==> src/aac_regs.vh <==
// register map, field codes and timing constants of the arm and calibrate command handler
`ifndef AAC_REGS_VH
`define AAC_REGS_VH
// register offsets (byte addresses, one word each)
`define AAC_REG_CMD 8'h00
`define AAC_REG_CMD_ARG 8'h04
`define AAC_REG_STATUS 8'h08
`define AAC_REG_ARM_SRC 8'h0c
`define AAC_REG_ARM_ZERO 8'h10
`define AAC_REG_ARM_SLOPE 8'h14
`define AAC_REG_CAL_OFFSET 8'h18
`define AAC_REG_CAL_GAIN 8'h1c
`define AAC_REG_ERR 8'h20
`define AAC_REG_ERR_COUNT 8'h24
`define AAC_REG_ID 8'h28
// command opcodes written to CMD[7:0]
`define AAC_OP_ARM_SOURCE 8'h01
`define AAC_OP_ARM_ZERO 8'h02
`define AAC_OP_ARM_SLOPE 8'h03
`define AAC_OP_START_ACQ 8'h04
`define AAC_OP_ABORT 8'h05
`define AAC_OP_CAL_VALUE 8'h10
`define AAC_OP_CAL_ZERO 8'h11
`define AAC_OP_COMMON 8'h20
// command word fields
`define AAC_CMD_OP_MSB 7
`define AAC_CMD_GRP_LSB 8
`define AAC_CMD_GRP_MSB 11
`define AAC_CMD_VAL_BIT 12
`define AAC_CMD_HAS_GRP 13
`define AAC_CMD_HAS_VAL 14
`define AAC_CMD_HAS_CH 15
`define AAC_CMD_CH_LSB 16
`define AAC_CMD_CH_MSB 19
`define AAC_CMD_QUAL_LSB 20
`define AAC_CMD_QUAL_MSB 31
// status bits
`define AAC_ST_CAL_BUSY 0
`define AAC_ST_OPC 1
`define AAC_ST_CAL_FAIL 2
// argument limits, millivolts
`define AAC_CAL_VAL_MIN_MV 32'd80
`define AAC_CAL_VAL_MAX_MV 32'd19900
`define AAC_RANGE_MAX_MV 32'd20000
// error codes
`define AAC_ERR_RANGE 16'h0001
`define AAC_ERR_CAL 16'h0002
// timing
`define AAC_CLK_HZ 40000000
`define AAC_BLINK_MS 250
`define AAC_BLINK_CYC (`AAC_CLK_HZ / 1000 * `AAC_BLINK_MS)
`define AAC_CAL_US 1000
`define AAC_CAL_CYC (`AAC_CLK_HZ / 1000000 * `AAC_CAL_US)
`define AAC_ID_VALUE 32'h00a5c001
`endif

==> src/aac_handler.v <==
// arm and calibrate command handler, top level
//
// Behaviour
// - external source: start arms shared input; group arms on selected slope edge
// - internal source: group arms at once on start command
// - zero setting 1 clears group memory before arming; 0 leaves it
// - missing group list means group 1; missing boolean means 0
// - sequence and qualifier_a fields accepted, ignored
// - armed indicator follows internal armed state only
// - one external arm input and one slope shared by all groups
// - new slope applies to groups already pending on external arm
// - gain-and-offset calibration for value 0.0796 to 19.90 volts
// - offset-only calibration rounds range 0.2..20.0 up to a real range
// - range zero calibrates offset of every range on channel
// - error indicator blinks while calibration runs; default 1000 us run ends before the first 250 ms toggle, so it stays dark
// - calibration first resets module, abandoning arming and sampling
// - after calibration all settings default; calibration errors stay queued
// - gain query gives offset then gain; offset query gives offset
// - completion shown by query result, complete bit and service request
// - failure details readable through error query
// - during calibration only common commands honoured, others ignored
// - missing channel means channel 1
// - external source enables shared input for group; internal is default
//
// The address-and-strobe port and the register offsets were left to the implementer.
`timescale 1ns/100ps
`default_nettype none
`include "aac_regs.vh"
module aac_handler #(
   parameter NGRP = 4,
   parameter CAL_CYC = `AAC_CAL_CYC,
   parameter BLINK_CYC = `AAC_BLINK_CYC
) (
   input wire mclk,
   input wire reset_n,
   input wire [7:0] addr,
   input wire [31:0] wdata,
   input wire wr_stb,
   input wire rd_stb,
   output reg [31:0] rdata,
   input wire ext_arm_pin,
   input wire cal_fail_in,
   input wire [15:0] cal_meas_offset,
   input wire [15:0] cal_meas_gain,
   output reg [NGRP-1:0] grp_armed,
   output reg [NGRP-1:0] grp_mem_clear,
   output reg [NGRP-1:0] grp_abort,
   output wire armed_led,
   output reg err_led,
   output reg cal_active,
   output reg [3:0] cal_channel,
   output reg [2:0] cal_range,
   output reg cal_all_ranges,
   output reg cal_gain_en,
   output reg opc_bit,
   output reg srq
);
   localparam ST_IDLE = 2'd0;
   localparam ST_RUN = 2'd1;
   localparam ST_DONE = 2'd2;

   reg [31:0] cmd_arg_r;
   reg [NGRP-1:0] src_ext_r;
   reg [NGRP-1:0] zero_r;
   reg slope_neg_r;
   reg [NGRP-1:0] pend_r;
   reg [NGRP-1:0] zero_pend_r;
   reg [1:0] st_r;
   reg [31:0] cnt_r;
   reg [31:0] blink_r;
   reg [15:0] off_r;
   reg [15:0] gain_r;
   reg [15:0] err_code_r;
   reg [7:0] err_cnt_r;
   reg fail_r;
   reg ext_prev_r;
   wire ext_s;

   // -------------------------------------------------
   // command word decode
   // -------------------------------------------------
   wire [7:0] op = wdata[`AAC_CMD_OP_MSB:0];
   wire cmd_wr = wr_stb && (addr == `AAC_REG_CMD);
   // missing group list selects group 1 only
   wire [NGRP-1:0] grp_sel = wdata[`AAC_CMD_HAS_GRP] ? wdata[`AAC_CMD_GRP_LSB +: NGRP] :
                             {{(NGRP-1){1'b0}}, 1'b1};
   // missing boolean counts as 0
   wire bval = wdata[`AAC_CMD_HAS_VAL] & wdata[`AAC_CMD_VAL_BIT];
   // missing channel selects channel 1
   wire [3:0] ch_sel = wdata[`AAC_CMD_HAS_CH] ? wdata[`AAC_CMD_CH_MSB:`AAC_CMD_CH_LSB] : 4'h1;
   // the qualifier field (bits 31:20) is never read
   wire busy = (st_r != ST_IDLE);
   // while calibrating only common commands pass
   wire cmd_ok = cmd_wr && (!busy || op == `AAC_OP_COMMON);

   // calibration range rounding, millivolts to range code
   function [2:0] range_code;
      input [31:0] mv;
      begin
         if (mv <= 32'd200) range_code = 3'd0;
         else if (mv <= 32'd500) range_code = 3'd1;
         else if (mv <= 32'd1000) range_code = 3'd2;
         else if (mv <= 32'd2000) range_code = 3'd3;
         else if (mv <= 32'd5000) range_code = 3'd4;
         else if (mv <= 32'd10000) range_code = 3'd5;
         else range_code = 3'd6;
      end
   endfunction

   // value-to-range mapping for gain calibration by span
   function [2:0] span_code;
      input [31:0] mv;
      begin
         if (mv < 32'd199) span_code = 3'd0;
         else if (mv < 32'd499) span_code = 3'd1;
         else if (mv < 32'd999) span_code = 3'd2;
         else if (mv < 32'd1990) span_code = 3'd3;
         else if (mv < 32'd4990) span_code = 3'd4;
         else if (mv < 32'd9990) span_code = 3'd5;
         else span_code = 3'd6;
      end
   endfunction

   wire val_ok = (cmd_arg_r >= `AAC_CAL_VAL_MIN_MV) && (cmd_arg_r <= `AAC_CAL_VAL_MAX_MV);
   wire rng_ok = (cmd_arg_r == 32'd0) ||
                 ((cmd_arg_r >= 32'd200) && (cmd_arg_r <= `AAC_RANGE_MAX_MV));
   wire cal_go = cmd_ok && !busy && (op == `AAC_OP_CAL_VALUE || op == `AAC_OP_CAL_ZERO);
   wire cal_bad = cal_go && ((op == `AAC_OP_CAL_VALUE) ? !val_ok : !rng_ok);

   // -------------------------------------------------
   // shared external arm input
   // -------------------------------------------------
   aac_sync3 u_ext_sync (
      .mclk(mclk),
      .reset_n(reset_n),
      .din(ext_arm_pin),
      .dout(ext_s)
   );
   // single input, single slope for every group
   wire ext_edge = slope_neg_r ? (ext_prev_r & ~ext_s) : (~ext_prev_r & ext_s);
   // arming already due this cycle; a command landing in the same cycle must not drop it
   wire [NGRP-1:0] arm_due = zero_pend_r | (ext_edge ? pend_r : {NGRP{1'b0}});
   wire [NGRP-1:0] pend_left = ext_edge ? {NGRP{1'b0}} : pend_r;

   assign armed_led = |grp_armed; // internal armed state only

   // -------------------------------------------------
   // arming, settings, calibration sequencing
   // -------------------------------------------------
   always @(posedge mclk or negedge reset_n) begin
      if (!reset_n) begin
         cmd_arg_r <= 32'h0;
         src_ext_r <= {NGRP{1'b0}};
         zero_r <= {NGRP{1'b0}};
         slope_neg_r <= 1'b0;
         pend_r <= {NGRP{1'b0}};
         zero_pend_r <= {NGRP{1'b0}};
         grp_armed <= {NGRP{1'b0}};
         grp_mem_clear <= {NGRP{1'b0}};
         grp_abort <= {NGRP{1'b0}};
         st_r <= ST_IDLE;
         cnt_r <= 32'h0;
         cal_active <= 1'b0;
         cal_channel <= 4'h1;
         cal_range <= 3'd0;
         cal_all_ranges <= 1'b0;
         cal_gain_en <= 1'b0;
         off_r <= 16'h0;
         gain_r <= 16'h0;
         fail_r <= 1'b0;
         opc_bit <= 1'b0;
         srq <= 1'b0;
         err_code_r <= 16'h0;
         err_cnt_r <= 8'h0;
         ext_prev_r <= 1'b0;
      end else begin
         ext_prev_r <= ext_s;
         grp_mem_clear <= {NGRP{1'b0}};
         grp_abort <= {NGRP{1'b0}};
         // memory clear pulse lands the cycle before internal arming
         grp_armed <= grp_armed | zero_pend_r;
         zero_pend_r <= {NGRP{1'b0}};
         if (ext_edge) begin
            grp_armed <= grp_armed | zero_pend_r | pend_r;
            pend_r <= {NGRP{1'b0}};
         end
         if (wr_stb && addr == `AAC_REG_CMD_ARG && !busy) cmd_arg_r <= wdata;
         // error reading pops one entry; a new error in the same cycle wins
         if (rd_stb && addr == `AAC_REG_ERR && err_cnt_r != 8'h0) err_cnt_r <= err_cnt_r - 8'h01;
         if (cmd_ok && !busy) begin
            case (op)
               `AAC_OP_ARM_SOURCE: src_ext_r <= (src_ext_r & ~grp_sel) | (bval ? grp_sel : {NGRP{1'b0}});
               `AAC_OP_ARM_ZERO: zero_r <= (zero_r & ~grp_sel) | (bval ? grp_sel : {NGRP{1'b0}});
               `AAC_OP_ARM_SLOPE: slope_neg_r <= bval;
               `AAC_OP_START_ACQ: begin
                  grp_mem_clear <= grp_sel & zero_r;
                  zero_pend_r <= grp_sel & ~src_ext_r & zero_r;
                  grp_armed <= grp_armed | arm_due | (grp_sel & ~src_ext_r & ~zero_r);
                  pend_r <= pend_left | (grp_sel & src_ext_r);
                  if (wdata[`AAC_CMD_HAS_VAL]) slope_neg_r <= wdata[`AAC_CMD_VAL_BIT];
               end
               `AAC_OP_ABORT: begin
                  grp_armed <= (grp_armed | arm_due) & ~grp_sel;
                  pend_r <= pend_left & ~grp_sel;
                  grp_abort <= grp_sel;
               end
               default: ;
            endcase
         end
         // -------- calibration --------
         case (st_r)
            ST_IDLE: begin
               if (cal_bad) begin
                  err_code_r <= `AAC_ERR_RANGE; // constants untouched
                  if (err_cnt_r != 8'hff) err_cnt_r <= err_cnt_r + 8'h01;
               end else if (cal_go) begin
                  // module reset first
                  grp_abort <= {NGRP{1'b1}};
                  grp_armed <= {NGRP{1'b0}};
                  pend_r <= {NGRP{1'b0}};
                  zero_pend_r <= {NGRP{1'b0}};
                  grp_mem_clear <= {NGRP{1'b0}};
                  cal_channel <= ch_sel;
                  cal_gain_en <= (op == `AAC_OP_CAL_VALUE);
                  cal_all_ranges <= (op == `AAC_OP_CAL_ZERO) && (cmd_arg_r == 32'd0);
                  cal_range <= (op == `AAC_OP_CAL_VALUE) ? span_code(cmd_arg_r) : range_code(cmd_arg_r);
                  cal_active <= 1'b1;
                  opc_bit <= 1'b0;
                  srq <= 1'b0;
                  fail_r <= 1'b0;
                  cnt_r <= 32'h0;
                  st_r <= ST_RUN;
               end
            end
            ST_RUN: begin
               if (cal_fail_in) fail_r <= 1'b1;
               if (cnt_r >= CAL_CYC - 1) st_r <= ST_DONE;
               else cnt_r <= cnt_r + 32'h1;
            end
            ST_DONE: begin
               // restore defaults; error queue kept
               src_ext_r <= {NGRP{1'b0}};
               zero_r <= {NGRP{1'b0}};
               slope_neg_r <= 1'b0;
               cal_active <= 1'b0;
               off_r <= cal_meas_offset;
               gain_r <= cal_gain_en ? cal_meas_gain : gain_r;
               opc_bit <= 1'b1;
               srq <= 1'b1;
               if (fail_r || cal_fail_in) begin
                  err_code_r <= `AAC_ERR_CAL;
                  if (err_cnt_r != 8'hff) err_cnt_r <= err_cnt_r + 8'h01;
               end
               st_r <= ST_IDLE;
            end
            default: st_r <= ST_IDLE;
         endcase
         // reading status acknowledges service request; completion wins over it
         if (rd_stb && addr == `AAC_REG_STATUS && st_r != ST_DONE) srq <= 1'b0;
      end
   end

   // -------------------------------------------------
   // error indicator blink while calibrating
   // -------------------------------------------------
   always @(posedge mclk or negedge reset_n) begin
      if (!reset_n) begin
         blink_r <= 32'h0;
         err_led <= 1'b0;
      end else if (!cal_active) begin
         blink_r <= 32'h0;
         err_led <= 1'b0; // stops as soon as calibration ends
      end else if (blink_r >= BLINK_CYC - 1) begin
         blink_r <= 32'h0;
         err_led <= ~err_led;
      end else begin
         blink_r <= blink_r + 32'h1;
      end
   end

   // -------------------------------------------------
   // register read port, data one cycle after strobe
   // -------------------------------------------------
   always @(posedge mclk or negedge reset_n) begin
      if (!reset_n) begin
         rdata <= 32'h0;
      end else if (rd_stb) begin
         case (addr)
            `AAC_REG_CMD_ARG: rdata <= cmd_arg_r;
            `AAC_REG_STATUS: rdata <= {29'h0, fail_r, opc_bit, cal_active};
            `AAC_REG_ARM_SRC: rdata <= {{(32-NGRP){1'b0}}, src_ext_r};
            `AAC_REG_ARM_ZERO: rdata <= {{(32-NGRP){1'b0}}, zero_r};
            `AAC_REG_ARM_SLOPE: rdata <= {31'h0, slope_neg_r};
            `AAC_REG_CAL_OFFSET: rdata <= {16'h0, off_r};
            `AAC_REG_CAL_GAIN: rdata <= {off_r, gain_r}; // offset then gain
            `AAC_REG_ERR: rdata <= (err_cnt_r != 8'h0) ? {16'h0, err_code_r} : 32'h0;
            `AAC_REG_ERR_COUNT: rdata <= {24'h0, err_cnt_r};
            `AAC_REG_ID: rdata <= `AAC_ID_VALUE; // arbitrary value
            default: rdata <= 32'h0;
         endcase
      end else begin
         rdata <= 32'h0;
      end
   end
endmodule // aac_handler
`default_nettype wire

==> src/aac_sync3.v <==
// three-stage synchroniser with agreement filter
`timescale 1ns/100ps
`default_nettype none
module aac_sync3 (
   input wire mclk,
   input wire reset_n,
   input wire din,
   output reg dout
);
   reg s1_r;
   reg s2_r;
   reg s3_r;
   // -------------------------------------------------
   // stages: first stage only feeds the second
   // -------------------------------------------------
   always @(posedge mclk or negedge reset_n) begin
      if (!reset_n) begin
         s1_r <= 1'b0;
         s2_r <= 1'b0;
         s3_r <= 1'b0;
         dout <= 1'b0;
      end else begin
         s1_r <= din;
         s2_r <= s1_r;
         s3_r <= s2_r;
         if (s2_r == s3_r) dout <= s3_r; // change counts once two agree
      end
   end
endmodule // aac_sync3
`default_nettype wire
==> config.mk <==
export PLATFORM = sky130hd
export DESIGN_NAME = aac_handler
export DESIGN_NICKNAME = d
export VERILOG_FILES = /design/src/aac_handler.v /design/src/aac_sync3.v
export VERILOG_INCLUDE_DIRS = /design/src
export SDC_FILE = /design/constraint.sdc
export NUM_CORES = 1
export LEC_CHECK = 0
export BUFFER_PORTS_ARGS = -buffer_cell sky130_fd_sc_hd__buf_2
export CELL_PAD_IN_SITES_DETAIL_PLACEMENT = 1
export CELL_PAD_IN_SITES_GLOBAL_PLACEMENT = 2
export CORE_ASPECT_RATIO = 2
export CORE_MARGIN = 10
export CORE_UTILIZATION = 37
export CTS_CLUSTER_DIAMETER = 50
export CTS_CLUSTER_SIZE = 40
export DETAILED_ROUTE_END_ITERATION = 10
export GPL_TIMING_DRIVEN = 1
export HOLD_SLACK_MARGIN = 0.08
export PLACE_DENSITY_LB_ADDON = 0.1
export SYNTH_ARGS = -nofsm -noshare
export SYNTH_HDL_FRONTEND = slang
export SYNTH_SLANG_ARGS = --single-unit
==> constraint.sdc <==
create_clock -name mclk -period 2.91 [get_ports mclk]
set_input_delay 0.291 -clock mclk [delete_from_list [all_inputs] [get_ports mclk]]
set_output_delay 0.291 -clock mclk [all_outputs]
set_load 0.1 [all_outputs]
# Word level (Yosys, flattened, before mapping)
# Cells that the tools add are included.
word_totals:
  ff_bits: 234
  in_bits: 78
  out_inout_bits: 58
  wordCells: 247
classes:
  add_sub_neg: 4
  magnitude_cmp: 18
  n_eq_ne: 34
  muxes: 88
  bitwise: 27
  reduce_logical: 45
ops:
  columns: ["operator", "count"]
  rows:
  - ["$pmux 32 s10", 1]
  - ["$mux 32", 6]
  - ["$mux 4", 35]
  - ["$add 32x1->32 const B", 2]
  - ["$le 32x15->1 const B", 2]
  - ["$pmux 32 s2", 1]
  - ["$eq 8x5->1 const B", 6]
  - ["$mux 16", 3]
  - ["$and 4x4->4", 9]
  - ["$eq 8x6->1 const B", 4]
  - ["$ge 32x16->1 const B", 1]
  - ["$ge 32x24->1 const B", 1]
  - ["$ge 32x7->1 const B", 1]
  - ["$ge 32x8->1 const B", 1]
  - ["$le 32x10->1 const B", 1]
  - ["$le 32x11->1 const B", 1]
  - ["$le 32x13->1 const B", 1]
  - ["$le 32x14->1 const B", 1]
  - ["$le 32x8->1 const B", 1]
  - ["$le 32x9->1 const B", 1]
  - ["$logic_not 32->1", 1]
  - ["$lt 32x10->1 const B", 1]
  - ["$lt 32x11->1 const B", 1]
  - ["$lt 32x13->1 const B", 1]
  - ["41 further kinds", 133]

# Depth between registers and ports, before layout
# Gate-level depths: netlist (run 1).
logic_depth:
  ltp_word: 12
  ltp_mapped: 9
  mapped_depth_nobuf: 8

# By module
# Synthesis (run 1) repeated with hierarchy kept, for this count alone.
unflattened:
  hier_cells: 943
  area_unflattened_um2: 10040.9
modules_own_cells:
  columns: ["mod", "instances", "cells_per_inst", "area_per_inst_um2", "seq_area_each_um2"]
  rows:
  - ["aac_handler", 1, 938, 9929.5, 5406.4]
  - ["aac_sync3", 1, 5, 111.4, 100.1]

# Worst setup path after synthesis (run 1)
# Ideal clock, no wire load.
synth_timing:
  kind: "flip-flop to flip-flop"
  start: "register cmd_arg_r[0]"
  end: "register err_cnt_r[0]"
  setup_ns: 0.123
  t_arrival_ns: 2.241
  setup_slack_ns: 0.546
  stages_incl_launch_ff: 10
  synth_period_minus_slack_ns: 2.364
  cell_sequence: "dfrtp_1 clkbuf_1 or4_1 nor4_1 and4_1 a31oi_1 a31oi_1 buf_4 o21ai_1 xnor2_1"
synth_via:
  elab_chain_cells: 8
  elab_cells_between_ends: 14
  classes_between: "order compare (4); mux (3); reduce/logical (7)"
synth_lines:
  columns: ["item", "line", "rtl"]
  rows:
  - ["start, declared", "aac_handler.v:62", "reg [31:0] cmd_arg_r;"]
  - ["start signal, assigned", "aac_handler.v:187", "if (wr_stb && addr == `AAC_REG_CMD_ARG && !busy) cmd_arg_r <= wdata;"]
  - ["$ge 32x8->1 / $le 32x15->1 (equally long branches)", null, null]
  - ["$logic_and 1x1->1", "aac_handler.v:126", "((cmd_arg_r >= 32'd200) && (cmd_arg_r <= `AAC_RANGE_MAX_MV));"]
  - ["$logic_or 1x1->1", "aac_handler.v:125", "wire rng_ok = (cmd_arg_r == 32'd0) ||"]
  - ["$logic_not 1->1", "aac_handler.v:128", "wire cal_bad = cal_go && ((op == `AAC_OP_CAL_VALUE) ? !val_ok : !rng_ok);"]
  - ["$mux 1 *", "aac_handler.v:128", null]
  - ["$logic_and 1x1->1 *", "aac_handler.v:128", null]
  - ["$mux 8 *", "aac_handler.v:213", "if (cal_bad) begin"]
  - ["$pmux 8 s2 *", "aac_handler.v:211", "case (st_r)"]
  - ["end signal, assigned", "aac_handler.v:189", "if (rd_stb && addr == `AAC_REG_ERR && err_cnt_r != 8'h0) err_cnt_r <= err_cnt_r - 8'h01;"]
  - ["end signal, assigned", "aac_handler.v:215", "if (err_cnt_r != 8'hff) err_cnt_r <= err_cnt_r + 8'h01;"]
  - ["end signal, assigned", "aac_handler.v:252", "if (err_cnt_r != 8'hff) err_cnt_r <= err_cnt_r + 8'h01;"]
  - ["end, declared", "aac_handler.v:74", "reg [7:0] err_cnt_r;"]
# Mark *: on every way between the ends. The rest lies on a longest branch, timed or not.
# A chain may end at the register's enable or synchronous reset.

# Worst setup path after layout (run 1)
layout_timing:
  start: "input port wdata[7]"
  end: "register err_cnt_r[2]"
layout_via:
  elab_chain_cells: 8
  elab_cells_between_ends: 12
  classes_between: "eq/ne (3); mux (3); reduce/logical (6)"
layout_lines:
  columns: ["item", "line", "rtl"]
  rows:
  - ["start, declared", "aac_handler.v:37", "input wire [31:0] wdata,"]
  - ["$eq 8x6->1 (no source line)", null, null]
  - ["$logic_or 1x1->1 (no source line)", null, null]
  - ["$logic_and 1x1->1", "aac_handler.v:94", "wire cmd_ok = cmd_wr && (!busy || op == `AAC_OP_COMMON);"]
  - ["$logic_and 1x1->1 (2 in series)", "aac_handler.v:127", "wire cal_go = cmd_ok && !busy && (op == `AAC_OP_CAL_VALUE || op == `AAC_OP_CAL_ZERO);"]
  - ["$logic_and 1x1->1 *", "aac_handler.v:128", null]
  - ["$mux 8 *", "aac_handler.v:213", null]
  - ["$pmux 8 s2 *", "aac_handler.v:211", null]
# Marked as above.

==> results of run 1 <==
worst max-delay path by stage:
stage                      to  cells past startpoint
2_1_floorplan    err_cnt_r[0]                      9
6_report         err_cnt_r[2]                     10
4_1_cts          err_cnt_r[2]                     10
3_5_place_dp     grp_armed[3]                      8
3_3_place_gp     grp_armed[3]                      8
5_1_grt        cal_all_ranges                      7
flip-flops by register name, summed over array words and instances (netlist names), 2 cells and up:
name           cells
gain_r            16
err_cnt_r          8
off_r             16
grp_abort          4
cal_channel        4
cnt_r             32
grp_armed          4
zero_pend_r        4
src_ext_r          4
cmd_arg_r         32
rdata             32
grp_mem_clear      4
zero_r             4
st_r               2
cal_range          3
pend_r             4
err_code_r         2
blink_r           32
cell families (layout without fill, tap and decap cells):
group,after synthesis,in the layout,share of synthesized area [%]
simple gates,372,372,19.2
compound gates,177,177,12.3
flops,220,220,54.5
mux,65,65,7.22
xor+xnor,39,39,3.38
other cells,1,9,0.0371
fa+ha+maj,6,6,0.719
buf+inv,68,296,2.68
placed cells by master (no fill, tap or decap), types with 8 or more instances in the layout:
master	n
a21oi_1	23
a222oi_1	14
a22oi_1	22
a31oi_1	13
and2_1	23
and3_1	20
buf_2	134
buf_4	47
clkbuf_16	19
conb_1	8
dfrtp_1	218
dlygate4sd3_1	61
inv_1	17
mux2_2	62
nand2_1	59
nand3_1	42
nand4_1	17
nor2_1	112
nor3_1	13
nor4_1	26
o21ai_0	38
or4_1	9
xnor2_1	20
xor2_1	19
stage by stage:
step / power, µW / worst slack [ns] / hold slack [ns] / utilization [%]
2_1_floorplan: 3500 / 0.546 / -0.00459 / -
3_3_place_gp: 3830 / 0.0654 / 0.312 / 42.6
3_5_place_dp: 3840 / 0.123 / 0.321 / 42.6
4_1_cts: 6670 / 0.145 / 0.0861 / 47.3
5_1_grt: 6860 / 0.00567 / 0.0990 / 47.4
6_report: 6580 / 0.125 / 0.100 / 47.4
timing repair:
| action | 4_1_cts | 5_1_grt |
|---|---|---|
| gates resized for setup | 0 | 2 |
| hold buffers | 61 | 0 |
| endpoints found under the setup margin | 0 | 2 |
| endpoints found under the hold margin | 136 | 0 |
final cells by class:
cell class	count	area [µm²]
Fill cell	2953	14200
Sequential cell	220	5510
Multi-Input combinational cell	667	4370
Timing Repair Buffer	246	1710
Clock buffer	20	479
Tap cell	348	435
Clock inverter	13	175
Inverter	17	63.8
Antenna cell	1	2.50
per-layer routing:
metal	vias up	routed length (µm)	track usage, %	part of all wire [%]
met5	-	21	0	0.059
met4	4	1220	7.53	3.4
met3	65	1530	3.13	4.3
met2	212	20400	40.3	57
met1	4364	12500	21.0	35
li1	3907	-	-	-
power by group through the flow:
stage / sequential [µW] / clock [µW] / combinational [µW]
finish: 3180 / 2740 / 662
global route: 3190 / 2950 / 721
CTS: 3180 / 2820 / 664
detailed placement: 3240 / 0 / 596
global placement: 3240 / 0 / 589
floorplan: 3220 / 0 / 285
worst reg2reg max path: stages, from the launching register on:
cell	delay, ns
dfrtp_1	0.49
or4_1	0.61
nor4_1	0.39
and4_1	0.27
a31o_2	0.15
o21ai_2	0.10
buf_4	0.21
o41ai_1	0.42
==> results.py, run 1 <==
metrics = {
    "route": {
        "wl_mm": 35.6,
        "post_drt_wl_per_cell_um": 23.3,
        "drtAntennaViolNets": 0,
        "drcViolationCount": 0,
        "drtPass1Iterations": 7,
        "drt_iter0_drc": 518,
        "vias": 8552,
        "via_per_inst": 5.58,
    },
    "setup_path": {
        "crit_chain": "dlygate4sd3_1 > buf_2 > or4_4 > nand4b_1 > and4_1 > a31oi_1 > a31oi_1 > buf_4 > or4b_2 > nand3_1",
        "r2r_start": "cmd_arg_r[0]",
        "worst-endpoint-required_ns": 3.36,
        "endpoint_kind": "flip-flop",
        "regToRegSetupSlack_ns": 0.15,
        "worstReg2RegEnd": "cal_all_ranges",
        "cp_common_cell": "a31oi_1",
        "reg2regPathDepth": 7,
        "path_class": "primary input to flip-flop",
        "cp_slowest_cell": "or4b_2",
        "arrival_ns": 3.23,
        "cp-startpoint": "wdata[7]",
        "crit_family": "simple AND/OR/NAND/NOR gates",
        "path_max_fanout": 14,
        "slowest_delay_ns": 0.64,
        "cp_num_buf_inv": 3,
        "crit_path_start_kind": "primary input",
    },
    "logic_synthesis": {
        "netlist_area_um2": 10100,
        "yosysMostFrequentCell": "dfrtp_1",
        "synth_area_per_cell_um2": 10.7,
        "ys_warn_count": 0,
        "ys_seq_area_share_pct": 54.5,
        "synthArstFlopShare_pct": 100,
        "syn_inst": 948,
        "synth_area_leaders": "dfrtp_1 54%, mux2_2 6.9%, nor2_1 4.2%",
        "yosys.area.top_type_share_pct": 54.3,
        "synthTopCellsByCount": "219 x dfrtp_1, 114 x nor2_1, 62 x mux2_2",
        "ys_ff_latch": 220,
        "synth_top_area_cell": "dfrtp_1",
        "ys.flop_type": "dfrtp_1",
        "synth_edf_count": 0,
        "synth.distinct_cells": 76,
    },
    "timing": {
        "slew-limit-headroom_pct": 51.9,
        "period_needed_ns": 2.78,
        "rsz0062_at_grt": "false",
        "slew_violations": 0,
        "setup_tns_ns": 0,
        "tightestPinTransition_ns": 0.713,
        "timing.fmax_mhz": 359,
        "finalHoldViolations": 0,
        "clock_skew_ns": 0.0299,
        "period_share_pct": 95.7,
        "setup_viol": 0,
    },
    "floorplanning": {
        "row_count": 85,
        "core_um2": 26900,
        "io-pin-count": 136,
        "dieArea_um2": 34700,
        "die_w_um": 137,
        "initial_core_util_pct": 37.5,
        "die_h_um": 254,
    },
    "place": {
        "io_buffers": 135,
        "place_hpwl_mm": 27.0,
        "gp_congestion": 0.850,
        "place_inst": 1437,
        "place_area_um2": 11500,
    },
    "global_routing": {
        "grt_max_degree": 79,
        "grt_pass1_wl_mm": 55.7,
        "grt_pass1_vias": 9452,
        "antenna_found_initial": 3,
        "grt_usage_pct": 20.6,
        "grt-ovfl-total": 0,
    },
    "clock_tree": {
        "post-cts-setup-buffer-count": 0,
        "htree_levels": 1,
        "cts_tree": "yes",
        "cts_made_buffers": 19,
        "cts.sink_count": 220,
        "clk_latency_ns": 0.53,
        "root_buffer": "clkbuf_16",
        "clockBufferDepth": 3,
        "clkTransAtPathRegs_ns": 0.08,
    },
    "final_layout": {
        "drive_above_1_share_pct": 25.5,
        "fin_cells": 1532,
        "area_delta_synth_final_pct": 26.2,
        "design_area_um2": 12700,
        "nets": 1254,
    },
    "power": {
        "power_density_nw_per_um2": 516,
        "p_sw_share_pct": 27.5,
        "p_clk_share_pct": 41.6,
        "power_leakage_uw": 0.00575,
        "p_seq_share_pct": 48.4,
        "switching_power_uw": 1810,
        "vdd_ir_drop_max_mv": 0.566,
        "p_int_uw": 4770,
        "pwr-share-comb_pct": 10.1,
    },
    "worst_hold_path": {
        "hold_path_class": "primary input to flip-flop",
        "min_to": "fail_r",
        "hold_depth": 3,
        "hp-start": "cal_fail_in",
    },
    "run_status": {
        "outcome": "finished, final reports clean",
    },
    "job": {
        "cap_violations": 0,
    },
}
No activity file was read; power rests on OpenSTA's default activity.
==> run 2: changes to the inputs <==
--- a/config.mk
+++ b/config.mk
@@ -17,6 +17,7 @@
 export DETAILED_ROUTE_END_ITERATION = 10
 export GPL_TIMING_DRIVEN = 1
 export HOLD_SLACK_MARGIN = 0.08
+export MAX_ROUTING_LAYER = met4
 export PLACE_DENSITY_LB_ADDON = 0.1
 export SYNTH_ARGS = -nofsm -noshare
 export SYNTH_HDL_FRONTEND = slang
==> results.py, run 2 (synthesis results as in run 1) <==
metrics = {
    "run_status": {
        "outcome": "finished, final reports clean",
    },
    "floorplanning": {
        "die_h_um": 254,
        "initial_core_util_pct": 37.5,
        "dieArea_um2": 34700,
        "row_count": 85,
        "core_um2": 26900,
        "die_w_um": 137,
        "io-pin-count": 136,
    },
    "route": {
        "drtAntennaViolNets": 0,
        "drt_iter0_drc": 474,
        "via_per_inst": 5.55,
        "post_drt_wl_per_cell_um": 23.2,
        "vias": 8515,
        "drtPass1Iterations": 8,
        "wl_mm": 35.6,
        "drcViolationCount": 0,
    },
    "timing": {
        "tightestPinTransition_ns": 0.724,
        "rsz0062_at_grt": "false",
        "period_share_pct": 95.6,
        "slew_violations": 0,
        "clock_skew_ns": 0.0307,
        "finalHoldViolations": 0,
        "period_needed_ns": 2.78,
        "setup_viol": 0,
        "slew-limit-headroom_pct": 51.2,
        "holdWs_ns": 0.0971,
        "setup_tns_ns": 0,
        "timing.fmax_mhz": 360,
    },
    "place": {
        "gp_congestion": 0.863,
        "place_hpwl_mm": 27.0,
        "io_buffers": 135,
    },
    "power": {
        "vdd_ir_drop_max_mv": 0.570,
        "power_leakage_uw": 0.00575,
        "power_density_nw_per_um2": 516,
    },
    "clock_tree": {
        "clockBufferDepth": 3,
        "cts_tree": "yes",
        "clkTransAtPathRegs_ns": 0.08,
        "post-cts-setup-buffer-count": 0,
        "root_buffer": "clkbuf_16",
        "htree_levels": 1,
        "cts.sink_count": 220,
        "clk_latency_ns": 0.53,
        "cts_made_buffers": 19,
    },
    "global_routing": {
        "grt_usage_pct": 21.2,
        "grt_pass1_vias": 9446,
        "grt_pass1_wl_mm": 55.7,
        "grt-ovfl-total": 0,
        "antenna_found_initial": 4,
        "grt_max_degree": 79,
    },
    "worst_hold_path": {
        "hold_path_class": "primary input to flip-flop",
    },
    "setup_path": {
        "arrival_ns": 3.23,
        "worst-endpoint-required_ns": 3.36,
        "cp_slowest_cell": "or4b_2",
        "path_class": "primary input to flip-flop",
        "crit_chain": "dlygate4sd3_1 > buf_2 > or4_4 > nand4b_1 > and4_1 > a31oi_1 > a31oi_1 > buf_4 > or4b_2 > nand3_1",
        "regToRegSetupSlack_ns": 0.20,
        "crit_path_start_kind": "primary input",
        "cp_common_cell": "a31oi_1",
        "path_max_fanout": 14,
        "endpoint_kind": "flip-flop",
        "slowest_delay_ns": 0.64,
    },
    "final_layout": {
        "regArea_um2": 5510,
        "area_delta_synth_final_pct": 26.3,
        "drive_above_1_share_pct": 25.6,
        "layout_commonest_cell": "dfrtp_1",
        "final_cell_mix": "218 x dfrtp_1, 134 x buf_2, 112 x nor2_1, 62 x mux2_2, 61 x dlygate4sd3_1",
        "n_fill_cell": 2957,
        "multiInputGateArea_um2": 4380,
        "nets": 1254,
    },
    "job": {
        "cap_violations": 0,
    },
}
[run 2: changes by cell type in the layout (fill, tap and decap cells not counted), sizes merged]
cell | before | now
diode | 1 | 4
[run 2: path summary, 6_finish.rpt]
check                      depth (start not counted)               to            start
max                                               10     err_cnt_r[2]         wdata[7]
min                                                3           fail_r      cal_fail_in
max reg2reg                                        7   cal_all_ranges     cmd_arg_r[4]
min reg2reg                                        0  u_ext_sync.s2_r  u_ext_sync.s1_r
max in group asynchronous                          3   cal_channel[0]          reset_n
min in group asynchronous                          2     err_cnt_r[3]          reset_n
[run 2: layout make-up]
| type | count | share of cell area, % |
|---|---|---|
| inverters | 17 | 0.500 |
| flip-flops and latches | 220 | 43.2 |
| diodes | 4 | 0.0785 |
| repair buffers | 246 | 13.4 |
| clock inverters | 13 | 1.37 |
| well taps | 348 | 3.41 |
| multi-input cells | 667 | 34.3 |
| clock buffers | 20 | 3.76 |
[run 2: routing by layer]
| metal | share of wire (%) | wire [µm] | vias to the layer above | GRT usage [%] |
|---|---|---|---|---|
| met1 | 35 | 12500 | 4346 | 20.9 |
| li1 | - | - | 3906 | - |
| met2 | 57 | 20500 | 187 | 40.5 |
| met3 | 3.8 | 1370 | 76 | 2.91 |
| met4 | 3.5 | 1240 | 0 | 7.68 |
| met5 | 0 | 0 | - | - |
[run 2: timing repair]
item / in CTS / in global routing
setup endpoints to repair: 0 / 2
endpoints found under the hold margin: 136 / 0
hold buffers: 61 / 0
resized for setup: 0 / 3
[run 2: critical path: cells and delay by family]
family	cells	cell delay, ns
AO/OA/AOI/OAI	2	0.31
buffers and inverters	3	0.90
AND/OR/NAND/NOR	5	1.71
[run 2: report_power, final]
part	switching, µW	total (µW)	internal (µW)
Combinational	383	662	280
Clock	1360	2740	1380
Sequential	70.0	3180	3110
Total	1810	6590	4780
[run 2: through the flow]
step / power (µW) / utilization, % / area [µm²] / setup slack, ns / std cells
2_1_floorplan: 3500 / - / 10100 / 0.546 / 955
3_3_place_gp: 3830 / 42.6 / 11500 / 0.0654 / 1437
3_5_place_dp: 3840 / 42.6 / 11500 / 0.123 / 1437
4_1_cts: 6670 / 47.3 / 12700 / 0.145 / 1531
5_1_grt: 6870 / 47.4 / 12800 / 0.0182 / 1535
6_report: 6590 / 47.4 / 12800 / 0.129 / 1535
==> run 3: changes to the inputs <==
--- a/config.mk
+++ b/config.mk
@@ -10,7 +10,6 @@
 export CELL_PAD_IN_SITES_DETAIL_PLACEMENT = 1
 export CELL_PAD_IN_SITES_GLOBAL_PLACEMENT = 2
 export CORE_ASPECT_RATIO = 2
-export CORE_MARGIN = 10
 export CORE_UTILIZATION = 37
 export CTS_CLUSTER_DIAMETER = 50
 export CTS_CLUSTER_SIZE = 40
==> results.py, run 3 (synthesis results as in run 1) <==
metrics = {
    "place": {
        "gp_congestion": 0.946,
        "place_area_um2": 11500,
        "place_hpwl_mm": 25.6,
        "io_buffers": 135,
    },
    "floorplanning": {
        "die_h_um": 236,
        "io-pin-count": 136,
        "core_um2": 26900,
        "initial_core_util_pct": 37.5,
        "die_w_um": 119,
        "row_count": 85,
        "dieArea_um2": 28000,
    },
    "timing": {
        "tightestPinTransition_ns": 0.576,
        "rsz0062_at_grt": "false",
        "finalHoldViolations": 0,
        "slew_violations": 0,
        "setup_viol": 0,
        "period_needed_ns": 2.74,
        "clock_skew_ns": 0.0157,
        "slew-limit-headroom_pct": 61.2,
        "setup_tns_ns": 0,
        "timing.fmax_mhz": 366,
        "holdWs_ns": 0.0973,
        "period_share_pct": 94.0,
    },
    "job": {
        "cap_violations": 0,
    },
    "setup_path": {
        "worst-endpoint-required_ns": 3.35,
        "endpoint_kind": "flip-flop",
        "path_class": "primary input to flip-flop",
        "crit_path_start_kind": "primary input",
        "regToRegSetupSlack_ns": 0.24,
        "arrival_ns": 3.17,
        "path_max_fanout": 14,
    },
    "global_routing": {
        "grt_usage_pct": 26.0,
        "antenna_found_initial": 1,
        "grt-ovfl-total": 0,
        "grt_max_degree": 68,
        "grt_pass1_wl_mm": 53.7,
        "grt_pass1_vias": 9244,
    },
    "clock_tree": {
        "clkTransAtPathRegs_ns": 0.08,
        "cts_made_buffers": 17,
        "cts_resized": 0,
        "clk_latency_ns": 0.51,
        "clockBufferDepth": 3,
        "root_buffer": "clkbuf_16",
        "htree_levels": 1,
        "post-cts-setup-buffer-count": 0,
        "cts_tree": "yes",
        "cts.sink_count": 220,
    },
    "route": {
        "m1WireLength_mm": 12.2,
        "drtPass1Iterations": 7,
        "top_layer": "met4",
        "drcViolationCount": 0,
        "route.met2.wl_mm": 19.7,
        "post_drt_wl_per_cell_um": 22.4,
        "wl_met3_um": 976,
        "via_per_inst": 5.57,
        "vias": 8518,
        "drt_iter0_drc": 389,
        "drtAntennaViolNets": 0,
        "wl_mm": 34.2,
    },
    "power": {
        "p_sw_share_pct": 26.1,
        "p_int_uw": 4630,
        "switching_power_uw": 1630,
        "power_leakage_uw": 0.00571,
        "vdd_ir_drop_max_mv": 0.353,
        "p_clk_share_pct": 38.4,
        "pwr-share-comb_pct": 10.9,
        "power_density_nw_per_um2": 495,
        "p_seq_share_pct": 50.8,
    },
    "final_layout": {
        "layout_commonest_cell": "dfrtp_1",
        "drive_above_1_share_pct": 25.6,
        "final_cell_mix": "219 x dfrtp_1, 134 x buf_2, 112 x nor2_1, 62 x mux2_2, 59 x nand2_1",
        "design_area_um2": 12600,
        "n_fill_cell": 3011,
        "area_delta_synth_final_pct": 25.2,
        "nets": 1253,
    },
    "run_status": {
        "outcome": "finished, final reports clean",
    },
    "worst_hold_path": {
        "hold_path_class": "primary input to flip-flop",
    },
}
==> run 3: cell types whose count changed in the layout (fill, tap and decap cells not counted), moves of 3 or more <==
cell,change
buf_4,+5
diode_2,-3
inv_6,-3
dlygate4sd3_1,-6
==> run 3: layer usage <==
| metal | vias up | track usage (%) |
|---|---|---|
| met5 | - | - |
| li1 | 3889 | - |
| met3 | 66 | 2.45 |
| met2 | 203 | 49.8 |
| met4 | 0 | 10.5 |
| met1 | 4360 | 26.5 |
==> run 3: layout make-up <==
| class | instances | area [µm²] | area share (%) |
|---|---|---|---|
| Timing Repair Buffer | 247 | 1730 | 13.7 |
| Multi-Input combinational cell | 667 | 4360 | 34.5 |
| Inverter | 17 | 63.8 | 0.505 |
| Clock buffer | 21 | 460 | 3.64 |
| Sequential cell | 220 | 5510 | 43.5 |
| Clock inverter | 8 | 87.6 | 0.693 |
| Tap cell | 348 | 435 | 3.44 |
| Antenna cell | 1 | 2.50 | 0.0198 |
==> run 3: path summary, 6_finish.rpt <==
check                           cells past startpoint              end             from
worst max-delay path                               10     err_cnt_r[2]         wdata[7]
worst min-delay path                                3      slope_neg_r        wdata[12]
worst max register to register                      8     err_cnt_r[2]     cmd_arg_r[8]
worst min register to register                      0  u_ext_sync.s2_r  u_ext_sync.s1_r
max in group asynchronous                           3       ext_prev_r          reset_n
min in group asynchronous                           2     err_cnt_r[4]          reset_n
==> run 3: timing repair <==
| action | CTS | global route |
|---|---|---|
| hold endpoints to repair | 118 | 0 |
| endpoints found under the setup margin | 0 | 0 |
| hold buffers | 55 | 0 |
==> run 3: power by group through the flow <==
stage	sequential (µW)	clock, µW	combinational (µW)
after floorplan	3220	0	285
after global placement	3240	0	612
after detailed placement	3240	0	618
after CTS	3180	2500	678
after global routing	3190	2610	731
final	3180	2400	680
==> run 3: worst max-delay path: stages <==
cell           delay, ns
dlygate4sd3_1       0.54
buf_2               0.14
or4_4               0.53
nand4b_1            0.22
and4_1              0.22
a31oi_1             0.19
a31oi_1             0.10
buf_4               0.19
or4b_2              0.64
nand3_1             0.10
==> run 3: through the flow <==
| step | util, % | instances | setup slack (ns) | power, µW |
|---|---|---|---|---|
| after global routing | 47.0 | 1529 | 0.0335 | 6530 |
| after global placement | 42.9 | 1444 | 0.197 | 3850 |
| after CTS | 47.0 | 1528 | 0.211 | 6360 |
| final | 47.0 | 1529 | 0.174 | 6260 |
| after detailed placement | 42.9 | 1444 | 0.203 | 3860 |
| after floorplan | - | 955 | 0.546 | 3500 |
